<file path="src/design/srg_params.svh">
// Constants for the shared namespace reservation gate.
// Assumes inclusion by bare name from design files.
`ifndef SRG_PARAMS_SVH
`define SRG_PARAMS_SVH

// ---------------------------------------------------------------
// Sizes
// ---------------------------------------------------------------
`define SRG_NUM_CTRL      4
`define SRG_NUM_NS        4
`define SRG_CTRL_W        2
`define SRG_NS_W          2
`define SRG_HOSTID_W      64
`define SRG_KEY_W         64

// ---------------------------------------------------------------
// Opcodes
// ---------------------------------------------------------------
`define SRG_OP_READ       8'h02
`define SRG_OP_COMPARE    8'h05
`define SRG_OP_RES_REG    8'h0D
`define SRG_OP_RES_RPT    8'h0E
`define SRG_OP_RES_ACQ    8'h11
`define SRG_OP_RES_REL    8'h15

// ---------------------------------------------------------------
// Status codes
// ---------------------------------------------------------------
`define SRG_ST_OK         8'h00
`define SRG_ST_BAD_OP     8'h01
`define SRG_ST_CONFLICT   8'h83

// ---------------------------------------------------------------
// Capability fields
// ---------------------------------------------------------------
`define SRG_OPTIONAL_COMMAND_SUPPORT_FIELD_RES_BIT  5
`define SRG_OPTIONAL_COMMAND_SUPPORT_FIELD_BASE     16'h0000
`define SRG_RESERVATION_CAPABILITY_FIELD_VAL    8'h3F

`endif

</file>
<file path="src/design/srg_pkg.sv">
// Types for the shared namespace reservation gate.
// Assumes the params header is compiled alongside.
package srg_pkg;

  // ---------------------------------------------------------------
  // Reservation types
  // ---------------------------------------------------------------
  typedef enum logic [2:0] {
    SRG_RT_NONE    = 3'h0,
    SRG_RT_WE      = 3'h1,
    SRG_RT_EA      = 3'h2,
    SRG_RT_WE_RO   = 3'h3,
    SRG_RT_EA_RO   = 3'h4,
    SRG_RT_WE_AR   = 3'h5,
    SRG_RT_EA_AR   = 3'h6
  } srg_rtype_type;

  typedef enum logic [1:0] {
    SRG_CMD_IO,
    SRG_CMD_READ,
    SRG_CMD_RES
  } srg_class_type;

endpackage

</file>
<file path="src/design/srg_access_check.sv">
// Rights check of one command against a namespace reservation.
// Assumes the holder and registrant flags are already resolved by host.
`timescale 1ns/1ps
`include "srg_params.svh"

module srg_access_check (
  // Command
  input  wire logic                  is_read,
  // Reservation state
  input  wire srg_pkg::srg_rtype_type rtype,
  input  wire logic                  is_holder,
  input  wire logic                  is_registrant,
  // Verdict
  output logic                       allow
);

  wire excl_all = (rtype == srg_pkg::SRG_RT_EA) ||
                  (rtype == srg_pkg::SRG_RT_EA_RO) ||
                  (rtype == srg_pkg::SRG_RT_EA_AR);
  wire reg_ok   = (rtype == srg_pkg::SRG_RT_WE_RO) ||
                  (rtype == srg_pkg::SRG_RT_EA_RO) ||
                  (rtype == srg_pkg::SRG_RT_WE_AR) ||
                  (rtype == srg_pkg::SRG_RT_EA_AR);
  wire none     = (rtype == srg_pkg::SRG_RT_NONE);
  wire other_ok = is_read && !excl_all;

  assign allow = none || is_holder || (is_registrant && reg_ok) ||
                 other_ok;

endmodule

</file>
<file path="src/design/srg_gate.sv">
// Reservation gate: checks commands against namespace reservations.
// Assumes one command per cycle at most, presented as a pulse.
`timescale 1ns/1ps
`include "srg_params.svh"

module srg_gate (
  // Clock and reset
  input  wire logic                       CLOCK,
  input  wire logic                       RST_N,
  // Configuration
  input  wire logic                       CTRL_RES_EN,
  input  wire logic [`SRG_NUM_NS-1:0]     NS_RES_EN,
  // Host identifier set
  input  wire logic                       HID_WR,
  input  wire logic [`SRG_CTRL_W-1:0]     HID_CTRL,
  input  wire logic [`SRG_HOSTID_W-1:0]   HID_DATA,
  // Command in
  input  wire logic                       CMD_VALID,
  input  wire logic [`SRG_CTRL_W-1:0]     CMD_CTRL,
  input  wire logic [`SRG_NS_W-1:0]       CMD_NS,
  input  wire logic [7:0]                 CMD_OPCODE,
  input  wire logic [2:0]                 CMD_ACTION,
  input  wire logic [2:0]                 CMD_RTYPE,
  input  wire logic [`SRG_KEY_W-1:0]      CMD_KEY,
  input  wire logic                       CMD_POWER_LOSS_PERSISTENCE_STATE,
  input  wire logic                       CMD_POWER_LOSS_PERSISTENCE_STATE_WR,
  // Verdict out
  output logic                            DONE,
  output logic [7:0]                      STATUS,
  output logic                            MEDIA_GO,
  output logic                            NOTIFY,
  // Capabilities and persistence state
  output logic [15:0]                     OPTIONAL_COMMAND_SUPPORT_FIELD,
  output logic [8*`SRG_NUM_NS-1:0]        RESERVATION_CAPABILITY_FIELD,
  output logic [`SRG_NUM_NS-1:0]          POWER_LOSS_PERSISTENCE_STATE
);

  // ---------------------------------------------------------------
  // Host identity per controller
  // ---------------------------------------------------------------
  logic [`SRG_HOSTID_W-1:0] hid_r [`SRG_NUM_CTRL];
  logic [`SRG_NUM_CTRL-1:0] hid_set_r;

  always_ff @(posedge CLOCK) begin
    if (!RST_N) begin
      hid_set_r <= '0;
    end else if (HID_WR) begin
      hid_set_r[HID_CTRL] <= 1'b1;
    end
  end

  always_ff @(posedge CLOCK) begin
    if (HID_WR) begin
      hid_r[HID_CTRL] <= HID_DATA;
    end
  end

  // Command host identity; rights keyed by identifier
  wire [`SRG_HOSTID_W-1:0] cmd_hid = hid_r[CMD_CTRL];

  // ---------------------------------------------------------------
  // Namespace state: registration per host slot
  // ---------------------------------------------------------------
  // One slot per controller, so every controller can register
  logic [`SRG_NUM_CTRL-1:0] reg_r     [`SRG_NUM_NS];
  logic [`SRG_KEY_W-1:0]    key_r     [`SRG_NUM_NS][`SRG_NUM_CTRL];
  logic [`SRG_HOSTID_W-1:0] slot_hid_r[`SRG_NUM_NS][`SRG_NUM_CTRL];
  logic [2:0]               rtype_r   [`SRG_NUM_NS];
  logic [`SRG_HOSTID_W-1:0] holder_r  [`SRG_NUM_NS];
  logic [`SRG_NUM_NS-1:0]   power_loss_persistence_state_r;

  // Match the command host against registered slots of the namespace
  logic [`SRG_NUM_CTRL-1:0] hit;
  logic [`SRG_NUM_CTRL-1:0] free;
  genvar g;
  generate
    for (g = 0; g < `SRG_NUM_CTRL; g++) begin : g_slot
      assign hit[g]  = reg_r[CMD_NS][g] &&
                       (slot_hid_r[CMD_NS][g] == cmd_hid);
      assign free[g] = !reg_r[CMD_NS][g];
    end
  endgenerate

  logic [`SRG_CTRL_W-1:0] hit_idx;
  logic [`SRG_CTRL_W-1:0] free_idx;
  always_comb begin
    hit_idx  = '0;
    free_idx = '0;
    for (int i = `SRG_NUM_CTRL - 1; i >= 0; i--) begin
      if (hit[i]) hit_idx = i[`SRG_CTRL_W-1:0];
      if (free[i]) free_idx = i[`SRG_CTRL_W-1:0];
    end
  end

  wire is_reg     = |hit;
  wire key_match  = is_reg && (key_r[CMD_NS][hit_idx] == CMD_KEY);
  wire is_holder  = (rtype_r[CMD_NS] != 3'h0) &&
                    ((holder_r[CMD_NS] == cmd_hid) ||
                     (is_reg && (rtype_r[CMD_NS] >= 3'h5)));

  // ---------------------------------------------------------------
  // Decode
  // ---------------------------------------------------------------
  wire op_reg  = (CMD_OPCODE == `SRG_OP_RES_REG);
  wire op_rpt  = (CMD_OPCODE == `SRG_OP_RES_RPT);
  wire op_acq  = (CMD_OPCODE == `SRG_OP_RES_ACQ);
  wire op_rel  = (CMD_OPCODE == `SRG_OP_RES_REL);
  wire op_res  = op_reg || op_rpt || op_acq || op_rel;
  wire op_rd   = (CMD_OPCODE == `SRG_OP_READ) ||
                 (CMD_OPCODE == `SRG_OP_COMPARE);
  // Same setting for all controllers
  wire ns_cap  = CTRL_RES_EN && NS_RES_EN[CMD_NS];

  logic allow;
  srg_access_check u_check (
    .is_read       (op_rd),
    .rtype         (srg_pkg::srg_rtype_type'(rtype_r[CMD_NS])),
    .is_holder     (is_holder),
    .is_registrant (is_reg),
    .allow         (allow)
  );

  // Register: new key (action 0), unregister (1), replace (2)
  wire reg_new   = op_reg && (CMD_ACTION == 3'h0);
  wire reg_unreg = op_reg && (CMD_ACTION == 3'h1) && key_match;
  wire reg_repl  = op_reg && (CMD_ACTION == 3'h2) && key_match;
  wire reg_bad   = reg_new && is_reg && !key_match;
  wire acq_ok    = op_acq && key_match &&
                   ((rtype_r[CMD_NS] == 3'h0) || is_holder);
  wire rel_ok    = op_rel && key_match;
  wire res_fail  = (op_reg && !reg_new && !reg_unreg && !reg_repl) ||
                   reg_bad || (op_acq && !acq_ok) ||
                   (op_rel && !rel_ok);
  // Host identifier must be set first
  wire no_hid    = !hid_set_r[CMD_CTRL];

  logic [7:0] status_nxt;
  assign status_nxt =
    (op_res && !ns_cap)         ? `SRG_ST_BAD_OP :
    (op_res && (no_hid || res_fail)) ? `SRG_ST_CONFLICT :
    (!op_res && !allow)         ? `SRG_ST_CONFLICT :
                                  `SRG_ST_OK;

  wire accept  = CMD_VALID && (status_nxt == `SRG_ST_OK);
  // Media only for non-reservation commands that passed
  wire media_nxt = accept && !op_res;

  // ---------------------------------------------------------------
  // State update
  // ---------------------------------------------------------------
  always_ff @(posedge CLOCK) begin
    if (!RST_N) begin
      for (int n = 0; n < `SRG_NUM_NS; n++) begin
        reg_r[n]   <= '0;
        rtype_r[n] <= 3'h0;
      end
    end else if (accept && op_reg) begin
      if (reg_new && !is_reg)
        reg_r[CMD_NS][free_idx] <= 1'b1;
      else if (reg_unreg)
        reg_r[CMD_NS][hit_idx] <= 1'b0;
    end else if (accept && op_acq) begin
      rtype_r[CMD_NS] <= CMD_RTYPE;
    end else if (accept && op_rel) begin
      rtype_r[CMD_NS] <= 3'h0;
    end
  end

  always_ff @(posedge CLOCK) begin
    if (accept && reg_new && !is_reg) begin
      key_r[CMD_NS][free_idx]      <= CMD_KEY;
      slot_hid_r[CMD_NS][free_idx] <= cmd_hid;
    end else if (accept && reg_repl) begin
      key_r[CMD_NS][hit_idx] <= CMD_KEY;
    end
    if (accept && op_acq) begin
      holder_r[CMD_NS] <= cmd_hid;
    end
  end

  // Persistence state per namespace, set by register command
  always_ff @(posedge CLOCK) begin
    if (!RST_N) begin
      power_loss_persistence_state_r <= '0;
    end else if (accept && op_reg && CMD_POWER_LOSS_PERSISTENCE_STATE_WR) begin
      power_loss_persistence_state_r[CMD_NS] <= CMD_POWER_LOSS_PERSISTENCE_STATE;
    end
  end

  // ---------------------------------------------------------------
  // Outputs
  // ---------------------------------------------------------------
  logic [15:0]              optional_command_support_field_nxt;
  logic [8*`SRG_NUM_NS-1:0] reservation_capability_field_nxt;
  always_comb begin
    optional_command_support_field_nxt = `SRG_OPTIONAL_COMMAND_SUPPORT_FIELD_BASE;
    optional_command_support_field_nxt[`SRG_OPTIONAL_COMMAND_SUPPORT_FIELD_RES_BIT] = CTRL_RES_EN;
  end
  generate
    for (g = 0; g < `SRG_NUM_NS; g++) begin : g_cap
      assign reservation_capability_field_nxt[8*g +: 8] =
        NS_RES_EN[g] ? `SRG_RESERVATION_CAPABILITY_FIELD_VAL : 8'h00;
    end
  endgenerate

  // Notification when a release drops a reservation held
  wire notify_nxt = accept && op_rel && (rtype_r[CMD_NS] != 3'h0);

  always_ff @(posedge CLOCK) begin
    if (!RST_N) begin
      DONE     <= 1'b0;
      STATUS   <= `SRG_ST_OK;
      MEDIA_GO <= 1'b0;
      NOTIFY   <= 1'b0;
      OPTIONAL_COMMAND_SUPPORT_FIELD <= `SRG_OPTIONAL_COMMAND_SUPPORT_FIELD_BASE;
      RESERVATION_CAPABILITY_FIELD   <= '0;
      POWER_LOSS_PERSISTENCE_STATE   <= '0;
    end else begin
      DONE     <= CMD_VALID;
      STATUS   <= CMD_VALID ? status_nxt : `SRG_ST_OK;
      MEDIA_GO <= media_nxt;
      NOTIFY   <= notify_nxt;
      OPTIONAL_COMMAND_SUPPORT_FIELD <= optional_command_support_field_nxt;
      RESERVATION_CAPABILITY_FIELD   <= reservation_capability_field_nxt;
      POWER_LOSS_PERSISTENCE_STATE   <= power_loss_persistence_state_r & NS_RES_EN;
    end
  end

endmodule

</file>
<file path="config.mk">
export PLATFORM = sky130hd
export DESIGN_NAME = srg_gate
export DESIGN_NICKNAME = d
export VERILOG_FILES = /design/src/design/srg_pkg.sv /design/src/design/srg_access_check.sv /design/src/design/srg_gate.sv
export VERILOG_INCLUDE_DIRS = /design/src /design/src/design
export SDC_FILE = /design/constraint.sdc
export NUM_CORES = 2
export LEC_CHECK = 0
export BUFFER_PORTS_ARGS = -buffer_cell sky130_fd_sc_hd__buf_4
export CAP_MARGIN = 20
export CORE_MARGIN = 2
export CORE_UTILIZATION = 62
export CTS_BUF_LIST = sky130_fd_sc_hd__clkbuf_4
export DETAILED_ROUTE_END_ITERATION = 8
export PLACE_DENSITY_LB_ADDON = 0.12
export SETUP_SLACK_MARGIN = 0.3
export SLEW_MARGIN = 10
export SYNTH_ARGS = -nofsm -noshare
export SYNTH_HDL_FRONTEND = slang
export SYNTH_SLANG_ARGS = --single-unit
</file>
<file path="constraint.sdc">
create_clock -name CLOCK -period 38.1 [get_ports CLOCK]
set_input_delay 11.43 -clock CLOCK [delete_from_list [all_inputs] [get_ports CLOCK]]
set_output_delay 11.43 -clock CLOCK [all_outputs]
set_load 0.02 [all_outputs]
</file>
Word-level counts from Yosys, hierarchy flattened
Memories as Yosys holds them, arrays and structs flattened.
Cells that the tools add are included.
{"block": "op_classes", "mux": 329, "shifts": 0, "reduce_logical": 82, "n_eq_ne": 19, "div": 0, "multipliers": 0, "bitwise_logic": 265, "addsub": 0, "order_cmp": 14}
{"operator": "256-bit two-way mux", "n": 2}
{"operator": "64-bit equality test", "n": 6}
{"operator": "1-bit two-way mux", "n": 290}
{"operator": "1-bit OR", "n": 261}
{"operator": "64-bit demux with 2-bit select", "n": 2}
{"operator": "64-bit two-way mux", "n": 4}
{"operator": "64-bit binary-select mux with 2-bit select", "n": 1}
{"operator": "1-bit logical AND", "n": 45}
{"operator": "6-bit two-way mux", "n": 4}
{"operator": "8-bit two-way mux", "n": 3}
{"operator": "2-bit two-way mux", "n": 10}
{"operator": "1-bit logical OR", "n": 17}
{"operator": "8-bit by 4-bit equality test with 1-bit output, second input constant", "n": 2}
{"operator": "8-bit by 5-bit equality test with 1-bit output, second input constant", "n": 2}
{"operator": "4-bit two-way mux", "n": 4}
{"operator": "2-bit by 3-bit less-than comparator with 1-bit output, second input constant", "n": 5}
{"operator": "1-bit zero test", "n": 12}
{"operator": "3-bit by 2-bit equality test with 1-bit output, second input constant", "n": 3}
{"operator": "3-bit equality test, second input constant", "n": 3}
{"operator": "3-bit >= comparator, second input constant", "n": 3}
{"operator": "1-bit demux with 2-bit select", "n": 4}
{"operator": "8-bit by 2-bit equality test with 1-bit output, second input constant", "n": 1}
{"operator": "8-bit by 3-bit equality test with 1-bit output, second input constant", "n": 1}
{"operator": "2-bit by 1-bit >= comparator with 1-bit output, second input constant", "n": 4}
{"operator": "14 further kinds", "n": 20}
{"block": "totals", "mem_count": 6, "rom_bits": 0, "ramBits": 2588, "inputBits": 159, "ff_bits": 71, "latchBits": 0, "out_inout_bits": 63, "elab_cells": 725}
{"memory": "key_r", "words": 4, "width": 256, "rd": 1, "rd_ports_with_merged_regs": 0, "write_ports": 1, "line": "srg_gate.sv:66", "text": "logic [`SRG_KEY_W-1:0] key_r [`SRG_NUM_NS][`SRG_NUM_CTRL];"}
{"memory": "slot_hid_r", "words": 4, "width": 256, "rd": 1, "rd_ports_with_merged_regs": 0, "write_ports": 1, "line": "srg_gate.sv:67", "text": "logic [`SRG_HOSTID_W-1:0] slot_hid_r[`SRG_NUM_NS][`SRG_NUM_CTRL];"}
{"memory": "hid_r", "words": 4, "width": 64, "rd": 1, "rd_ports_with_merged_regs": 0, "write_ports": 1, "line": "srg_gate.sv:41", "text": "logic [`SRG_HOSTID_W-1:0] hid_r [`SRG_NUM_CTRL];"}
{"memory": "holder_r", "words": 4, "width": 64, "rd": 1, "rd_ports_with_merged_regs": 0, "write_ports": 1, "line": "srg_gate.sv:69", "text": "logic [`SRG_HOSTID_W-1:0] holder_r [`SRG_NUM_NS];"}
{"memory": "reg_r", "words": 4, "width": 4, "rd": 1, "rd_ports_with_merged_regs": 0, "write_ports": 4, "line": "srg_gate.sv:65", "text": "logic [`SRG_NUM_CTRL-1:0] reg_r [`SRG_NUM_NS];"}
{"memory": "rtype_r", "words": 4, "width": 3, "rd": 1, "rd_ports_with_merged_regs": 0, "write_ports": 4, "line": "srg_gate.sv:68", "text": "logic [2:0] rtype_r [`SRG_NUM_NS];"}

Longest topological paths before layout
An unclocked memory read counts as a cell.
{"block": "depth", "ltp_word": 35, "depth_mapped": 32, "depth_no_buf": 15}

Hierarchy
Synthesis repeated with hierarchy kept, for this count alone.
{"block": "hier_totals", "cells_unflattened": 5310, "hier_area_um2": 106261.9}
{"mod": "srg_gate", "n_inst": 1, "cells_each": 5303, "seq_area_each_um2": 78155.0, "area_each_um2": 106224.4}
{"mod": "srg_access_check", "n_inst": 1, "cells_each": 7, "seq_area_each_um2": 0.0, "area_each_um2": 37.5}

Worst setup path after synthesis
OpenSTA, ideal clock, no wires.
{"block": "synth_path", "path_kind": "in2reg", "startpoint": "input CMD_CTRL[1]", "endpoint": "memory slot_hid_r[0][0] (netlist bit), enable pin", "path_buffers": 11, "t_arrival_ps": 23713, "t_required_ps": 37434, "path_stages": 25, "setup_ps": 666, "setup_slack_ps": 13721, "path_cell_list": "buf_2 -> buf_4 -> clkbuf_1 -> buf_1 -> mux4_2 -> clkbuf_1 -> xnor2_1 -> nand4_1 -> nor4_1 -> and2_1 -> clkbuf_1 -> and2_1 -> clkbuf_1 -> clkbuf_1 -> clkbuf_1 -> nor3_1 -> o21ai_0 -> o2111ai_1 -> a2111oi_0 -> nand4_1 -> or4_1 -> o31ai_2 -> buf_4 -> buf_2 -> nor4b_1"}
{"block": "synth_via", "elab_chain_len": 30, "word_cells_on_any_way": 64, "cone_classes": "6 x eq/ne; 14 x mux; 1 x bitwise; 42 x reduce/logical; 1 x memory"}
{"element": "from (decl)", "line": "srg_gate.sv:19", "text": "input wire logic [`SRG_CTRL_W-1:0] CMD_CTRL,"}
{"element": "memory 4 x 64 bit *"}
{"element": "net cmd_hid[31]", "line": "srg_gate.sv:59", "text": "wire [`SRG_HOSTID_W-1:0] cmd_hid = hid_r[CMD_CTRL];"}
{"element": "64-bit equality test", "line": "srg_gate.sv:79", "text": "(slot_hid_r[CMD_NS][g] == cmd_hid);"}
{"element": "1-bit logical AND", "line": "srg_gate.sv:78", "text": "assign hit[g] = reg_r[CMD_NS][g] &&"}
{"element": "2-bit two-way mux (4 in series)", "line": "srg_gate.sv:90", "text": "if (hit[i]) hit_idx = i[`SRG_CTRL_W-1:0];"}
{"element": "2-bit NOT with 3-bit output (implied by the code)", "line": "srg_gate.sv:96", "text": "wire key_match = is_reg && (key_r[CMD_NS][hit_idx] == CMD_KEY);"}
{"element": "64-bit binary-select mux with 2-bit select", "line": "srg_gate.sv:96"}
{"element": "64-bit two-way mux (implied by the code) (2 in series)", "line": "srg_gate.sv:96"}
{"element": "[10 not listed]"}
{"element": "1-bit logical AND", "line": "srg_gate.sv:140", "text": "(op_res && (no_hid || res_fail)) ? `SRG_ST_CONFLICT :"}
{"element": "8-bit two-way mux (no line) (2 in series)"}
{"element": "8-bit zero test (no line)"}
{"element": "1-bit logical AND", "line": "srg_gate.sv:144", "text": "wire accept = CMD_VALID && (status_nxt == `SRG_ST_OK);"}
{"element": "1-bit logical AND", "line": "srg_gate.sv:170", "text": "if (accept && reg_new && !is_reg) begin"}
{"element": "1-bit logical AND *", "line": "srg_gate.sv:170"}
{"element": "1-bit two-way mux *", "line": "srg_gate.sv:170"}
{"element": "256-bit two-way mux (implied by the code) *", "line": "srg_gate.sv:172", "text": "slot_hid_r[CMD_NS][free_idx] <= cmd_hid;"}
{"element": "to (decl)", "line": "srg_gate.sv:67"}
The timed path passes the listed nets; every way through them passes the cells marked *. The select of a mux whose other input is x is not followed.

Worst setup path after layout
{"block": "layout_path", "startpoint": "input CMD_NS[0]", "endpoint": "memory key_r[0][164] (netlist bit), enable pin"}
{"block": "layout_via", "elab_chain_len": 31, "word_cells_on_any_way": 105, "cone_classes": "5 x order compare; 11 x eq/ne; 25 x mux; 3 x bitwise; 56 x reduce/logical; 5 x memory"}
{"element": "from (decl)", "line": "srg_gate.sv:20", "text": "input wire logic [`SRG_NS_W-1:0] CMD_NS,"}
{"element": "memory 4 x 256 bit"}
{"element": "64-bit equality test", "line": "srg_gate.sv:79"}
{"element": "1-bit logical AND", "line": "srg_gate.sv:78"}
{"element": "2-bit two-way mux (4 in series)", "line": "srg_gate.sv:90"}
{"element": "2-bit NOT with 3-bit output (implied by the code)", "line": "srg_gate.sv:96, srg_gate.sv:174"}
{"element": "64-bit binary-select mux with 2-bit select", "line": "srg_gate.sv:96"}
{"element": "64-bit two-way mux (implied by the code) (2 in series)", "line": "srg_gate.sv:96"}
{"element": "64-bit equality test", "line": "srg_gate.sv:96"}
{"element": "[10 not listed]"}
{"element": "8-bit two-way mux (no line) (2 in series)"}
{"element": "8-bit zero test (no line)"}
{"element": "1-bit logical AND", "line": "srg_gate.sv:144"}
{"element": "1-bit logical AND (on tied branches)", "line": "srg_gate.sv:173, srg_gate.sv:170"}
{"element": "1-bit two-way mux or 1-bit logical AND (tied branches)", "line": "srg_gate.sv:173, srg_gate.sv:170"}
{"element": "1-bit two-way mux", "line": "srg_gate.sv:170"}
{"element": "256-bit two-way mux (on tied branches)", "line": "srg_gate.sv:174, srg_gate.sv:171"}
{"element": "1-bit OR (no line)"}
{"element": "to (decl)", "line": "srg_gate.sv:66"}
Parallel ways exist; a longest one is shown, timed or not. The select of a mux whose other input is x is not followed.

==> results_tabular.tex <==
\begin{tabular}{lr}
\hline
Metric & Value \\
\hline
\multicolumn{2}{l}{\textbf{STA}} \\
\quad Number of max-slew violations in the final report & 0 \\
\quad Tcrit/Tclk final & 0.565 \\
\quad Setup repair after global routing missed its margin & no \\
\quad Post-Route Setup TNS & 0 ns \\
\quad Final setup fails & 0 \\
\quad Max-slew headroom at the worst pin & 0.159 \\
\quad Achievable clock frequency & 46.5 MHz \\
\quad Final Hold Viols & 0 \\
\quad Tightest Pin Transition & 1.26 ns \\
\quad Final clock skew & 0.122 ns \\
\quad Clock period minus worst slack & 21.52 ns \\
\multicolumn{2}{l}{\textbf{Detailed routing}} \\
\quad Pre-Repair DR Iteration Count & 7 \\
\quad Total length of routed wires & 294,000 um \\
\quad Routed vias/inst & 6.82 \\
\quad Post-route antenna net violation count & 0 \\
\quad Via count & 59,100 \\
\quad DRC marker count from the first detailed-route iteration & 8,863 \\
\quad Per-cell routed wire length & 33.9 um \\
\quad Residual DRC & 0 \\
\multicolumn{2}{l}{\textbf{Yosys}} \\
\quad Fraction of the yosys area taken by sequential cells & 0.738 \\
\quad Leading register cell type out of synthesis & sky130\_fd\_sc\_hd\_\_edfxtp\_1 \\
\quad Top-area cell type share of the netlist area & 0.734 \\
\quad Cell Area, Synth & 106,000 sq um \\
\quad Gate Count Post-Synth & 5,334 \\
\quad Number of synthesized flops with an enable pin & 2,588 \\
\quad Fraction of registers with async set or reset after synthesis & 0 \\
\quad Yosys top cell by area & sky130\_fd\_sc\_hd\_\_edfxtp\_1 \\
\quad Yosys reg bits & 2,610 \\
\quad Most used standard cell by instance count after synthesis & sky130\_fd\_sc\_hd\_\_edfxtp\_1 \\
\quad Dominant cells by area after synthesis & sky130\_fd\_sc\_hd\_\_edfxtp\_1 (73\%), sky130\_fd\_sc\_hd\_\_mux4\_2 (14\%), sky130\_fd\_sc\_hd\_\_xnor2\_1 (1.5\%) \\
\quad Syn. warnings & 0 \\
\quad Count of unique library cells instantiated by Yosys & 97 \\
\quad Synthesized area per cell & 19.9 sq um \\
\quad Cell types with the highest counts after synthesis & sky130\_fd\_sc\_hd\_\_edfxtp\_1 (2,588), sky130\_fd\_sc\_hd\_\_mux4\_2 (638), sky130\_fd\_sc\_hd\_\_xnor2\_1 (180) \\
\multicolumn{2}{l}{\textbf{Clock tree}} \\
\quad Register clock-pin slew on the reported worst setup and hold paths & 0.05 ns \\
\quad Number of buffers created by CTS & 650 \\
\quad CTS tree & done \\
\quad Worst-case clock buffer depth & 4 \\
\quad Number of buffers inserted for hold repair after clock tree synthesis & 0 \\
\quad CTS root buffer & sky130\_fd\_sc\_hd\_\_clkbuf\_4 \\
\quad PostCTS Resize Cnt & 0 \\
\quad Post-CTS repair timing setup buffer count & 0 \\
\quad H-Tree Depth & 6 \\
\quad Source-to-sink clock delay at the later pin of the worst-skew pair & 1.48 ns \\
\quad CTS sink cnt & 2,610 \\
\multicolumn{2}{l}{\textbf{Final layout}} \\
\quad Share of post-route cells with drive strength above 1 & 0.323 \\
\quad Filler Cell Count & 10,700 \\
\quad Multi-input gate area & 26,000 sq um \\
\quad Layout Area Growth over Synthesis & 11.3\% \\
\quad Register area & 78,200 sq um \\
\quad Count of nets after finishing & 6,174 \\
\multicolumn{2}{l}{\textbf{Power and ir drop}} \\
\quad Reported leakage power & 37.8 nW \\
\quad VDD IR max & 0.0000412 V \\
\quad Total design power & 5.86 mW \\
\quad Power per standard cell area & 49.7 nW/um\^{}2 \\
\multicolumn{2}{l}{\textbf{Die}} \\
\quad DIE WIDTH & 417 um \\
\quad Die Y & 417 um \\
\quad Initial core utilization & 0.625 \\
\quad Area of the placeable core & 169,000 sq um \\
\quad I/O pins & 222 \\
\quad Die ar. & 174,000 sq um \\
\quad Total number of placement rows & 151 \\
\multicolumn{2}{l}{\textbf{Setup path}} \\
\quad Reg-to-reg slack, setup & 28.05 ns \\
\quad Beginning of the worst register-to-register path & hid\_r[3][21] \\
\quad CP dominant cell by count & sky130\_fd\_sc\_hd\_\_buf\_4 \\
\quad Classification of the worst setup path & input pin to flip-flop \\
\quad Slowest stage cell on the critical path & sky130\_fd\_sc\_hd\_\_nor3\_1 \\
\quad Kind of launch point of the worst setup path & input pin \\
\quad Max incr delay on CP & 1.17 ns \\
\quad Sequence of cells on the critical path & buf\_8 > buf\_12 > buf\_4 > mux4\_2 > xnor2\_1 > nand4\_1 > nor3\_1 > and2\_1 > buf\_4 > a222oi\_1 > buf\_4 > nor2\_1 > buf\_4 > nor2\_1 > nor4\_1 > nand4\_1 > or4\_1 > or4\_1 > o31ai\_4 > buf\_4 > a22oi\_1 > nor2\_4 > buf\_4 \\
\quad Endpoint of the worst-slack reg-to-reg timing path & key\_r[0][164] \\
\quad Data required time of the worst path & 39.09 ns \\
\quad Reg2Reg Depth & 21 \\
\quad Crit path arrival time & 22.51 ns \\
\quad Peak fanout along the critical path & 98 \\
\quad Sort of element at the end of the critical path & flip-flop \\
\multicolumn{2}{l}{\textbf{Min path}} \\
\quad Cell depth of the worst hold path & 2 \\
\quad Min-delay worst type & flip-flop to flip-flop \\
\quad Hold endpoint & power\_loss\_persistence\_state\_r[1] \\
\quad Hold path start & power\_loss\_persistence\_state\_r[1] \\
\multicolumn{2}{l}{\textbf{Placed design}} \\
\quad HPWL after detailed placement & 181,000 um \\
\quad IO Port Bufs & 193 \\
\quad Routability congestion estimate from global placement & 1.02 \\
\multicolumn{2}{l}{\textbf{Global routing}} \\
\quad Global-route wire length before repair & 415,000 um \\
\quad Initial antenna violation count & 20 \\
\quad GRT Util Overall & 0.340 \\
\quad Maximum number of pins on one net before global-route repair & 118 \\
\quad Via count of the first global-routing pass & 57,800 \\
\quad Overflow left after global routing & 0 \\
\multicolumn{2}{l}{\textbf{Run status}} \\
\quad Result of the run & complete, no violations \\
\multicolumn{2}{l}{\textbf{Flow run}} \\
\quad MaxCap Viol Count & 0 \\
\hline
\end{tabular}
## worst max-delay path, delay by kind of cell
kind	cells	cell delay [ns]
xor+xnor	1	0.17
mux	1	0.62
simple gates	10	5.23
buf+inv	8	3.98
compound gates	3	0.71
## through the flow
step	hold slack, ns	cells	setup WS, ns	util	area (sq um)
6_report	0.466	8670	16.58	0.696	118000
5_1_grt	0.472	8667	16.05	0.696	118000
4_1_cts	0.464	8652	16.80	0.695	118000
3_5_place_dp	0.454	7577	15.31	0.649	110000
3_3_place_gp	0.445	7577	15.35	0.649	110000
2_1_floorplan	0.434	5361	13.72	-	106000
## worst max-delay path by stage
stage,start,to,slack (ns),depth (start not counted)
floorplan,CMD_CTRL[1],slot_hid_r[0][0],13.72,25
global placement,CMD_NS[0],key_r[0][159],15.35,22
detailed placement,CMD_NS[0],key_r[0][191],15.31,22
CTS,CMD_NS[0],key_r[0][164],16.80,22
global route,CMD_NS[0],key_r[0][164],16.05,23
finish,CMD_NS[0],key_r[0][164],16.58,23
## cell families (layout without fill, tap and decap cells)
kind of cell,after synthesis,in the layout,share of synthesized area
XOR/XNOR,268,268,0.0222
other,1,42,0.0000354
flip-flops,2610,2610,0.738
AO/OA/AOI/OAI,518,518,0.0357
multiplexers,677,677,0.140
buffers and inverters,432,1509,0.0205
AND/OR/NAND/NOR,828,828,0.0443
## layer usage
| layer | vias up | wire (um) | global-route usage |
|---|---|---|---|
| li1 | 23900 | - | - |
| met1 | 30600 | 118000 | 0.531 |
| met2 | 4015 | 127000 | 0.469 |
| met3 | 612 | 38700 | 0.0950 |
| met4 | 10 | 9370 | 0.118 |
| met5 | - | 74 | 0.00194 |
## layout make-up
type / instances / share of cell area
clock inverter: 140 / 0.00710
sequential: 2610 / 0.663
tap: 2218 / 0.0235
inverter: 73 / 0.00232
multi-input combinational: 2319 / 0.221
clock buffer: 935 / 0.0595
antenna: 14 / 0.000297
timing repair buffer: 361 / 0.0238
## power by group
group | internal, mW | switching (mW)
registers | 3.19 | 0.00419
logic | 0.133 | 0.275
clock network | 1.19 | 1.07
total | 4.51 | 1.35
## state kept, by name, summed over array words and instances, names as in the netlist, 2 cells and up
signal,cells
rtype_r,12
POWER_LOSS_PERSISTENCE_STATE,4
hid_r,256
holder_r,256
power_loss_persistence_state_r,4
reg_r,16
RESERVATION_CAPABILITY_FIELD,4
slot_hid_r,1024
STATUS,2
key_r,1024
hid_set_r,4
## cells in the final DEF, fill, tap and decap left out, drive strengths merged, types with 17 or more instances in the layout
cell type,Yosys,final
xnor2,180,180
nor2,101,101
dfxtp,22,22
nor4b,25,25
nor4,63,63
o211ai,30,30
nand2b,127,127
or4,27,27
inv,72,81
clkinv,1,117
a21oi,58,58
or3,19,19
o2111ai,27,27
a21o,21,21
xor2,88,88
nand3,60,60
mux2i,24,24
nand4,113,113
conb,1,28
o21ai,98,98
buf,204,359
nand2,118,118
o221ai,18,18
nor3,81,81
edfxtp,2588,2588
a2111oi,21,21
mux4,638,638
o22ai,44,44
and2,21,21
clkbuf,155,937
a211oi,17,17
No activity file was read; power rests on OpenSTA's default activity.
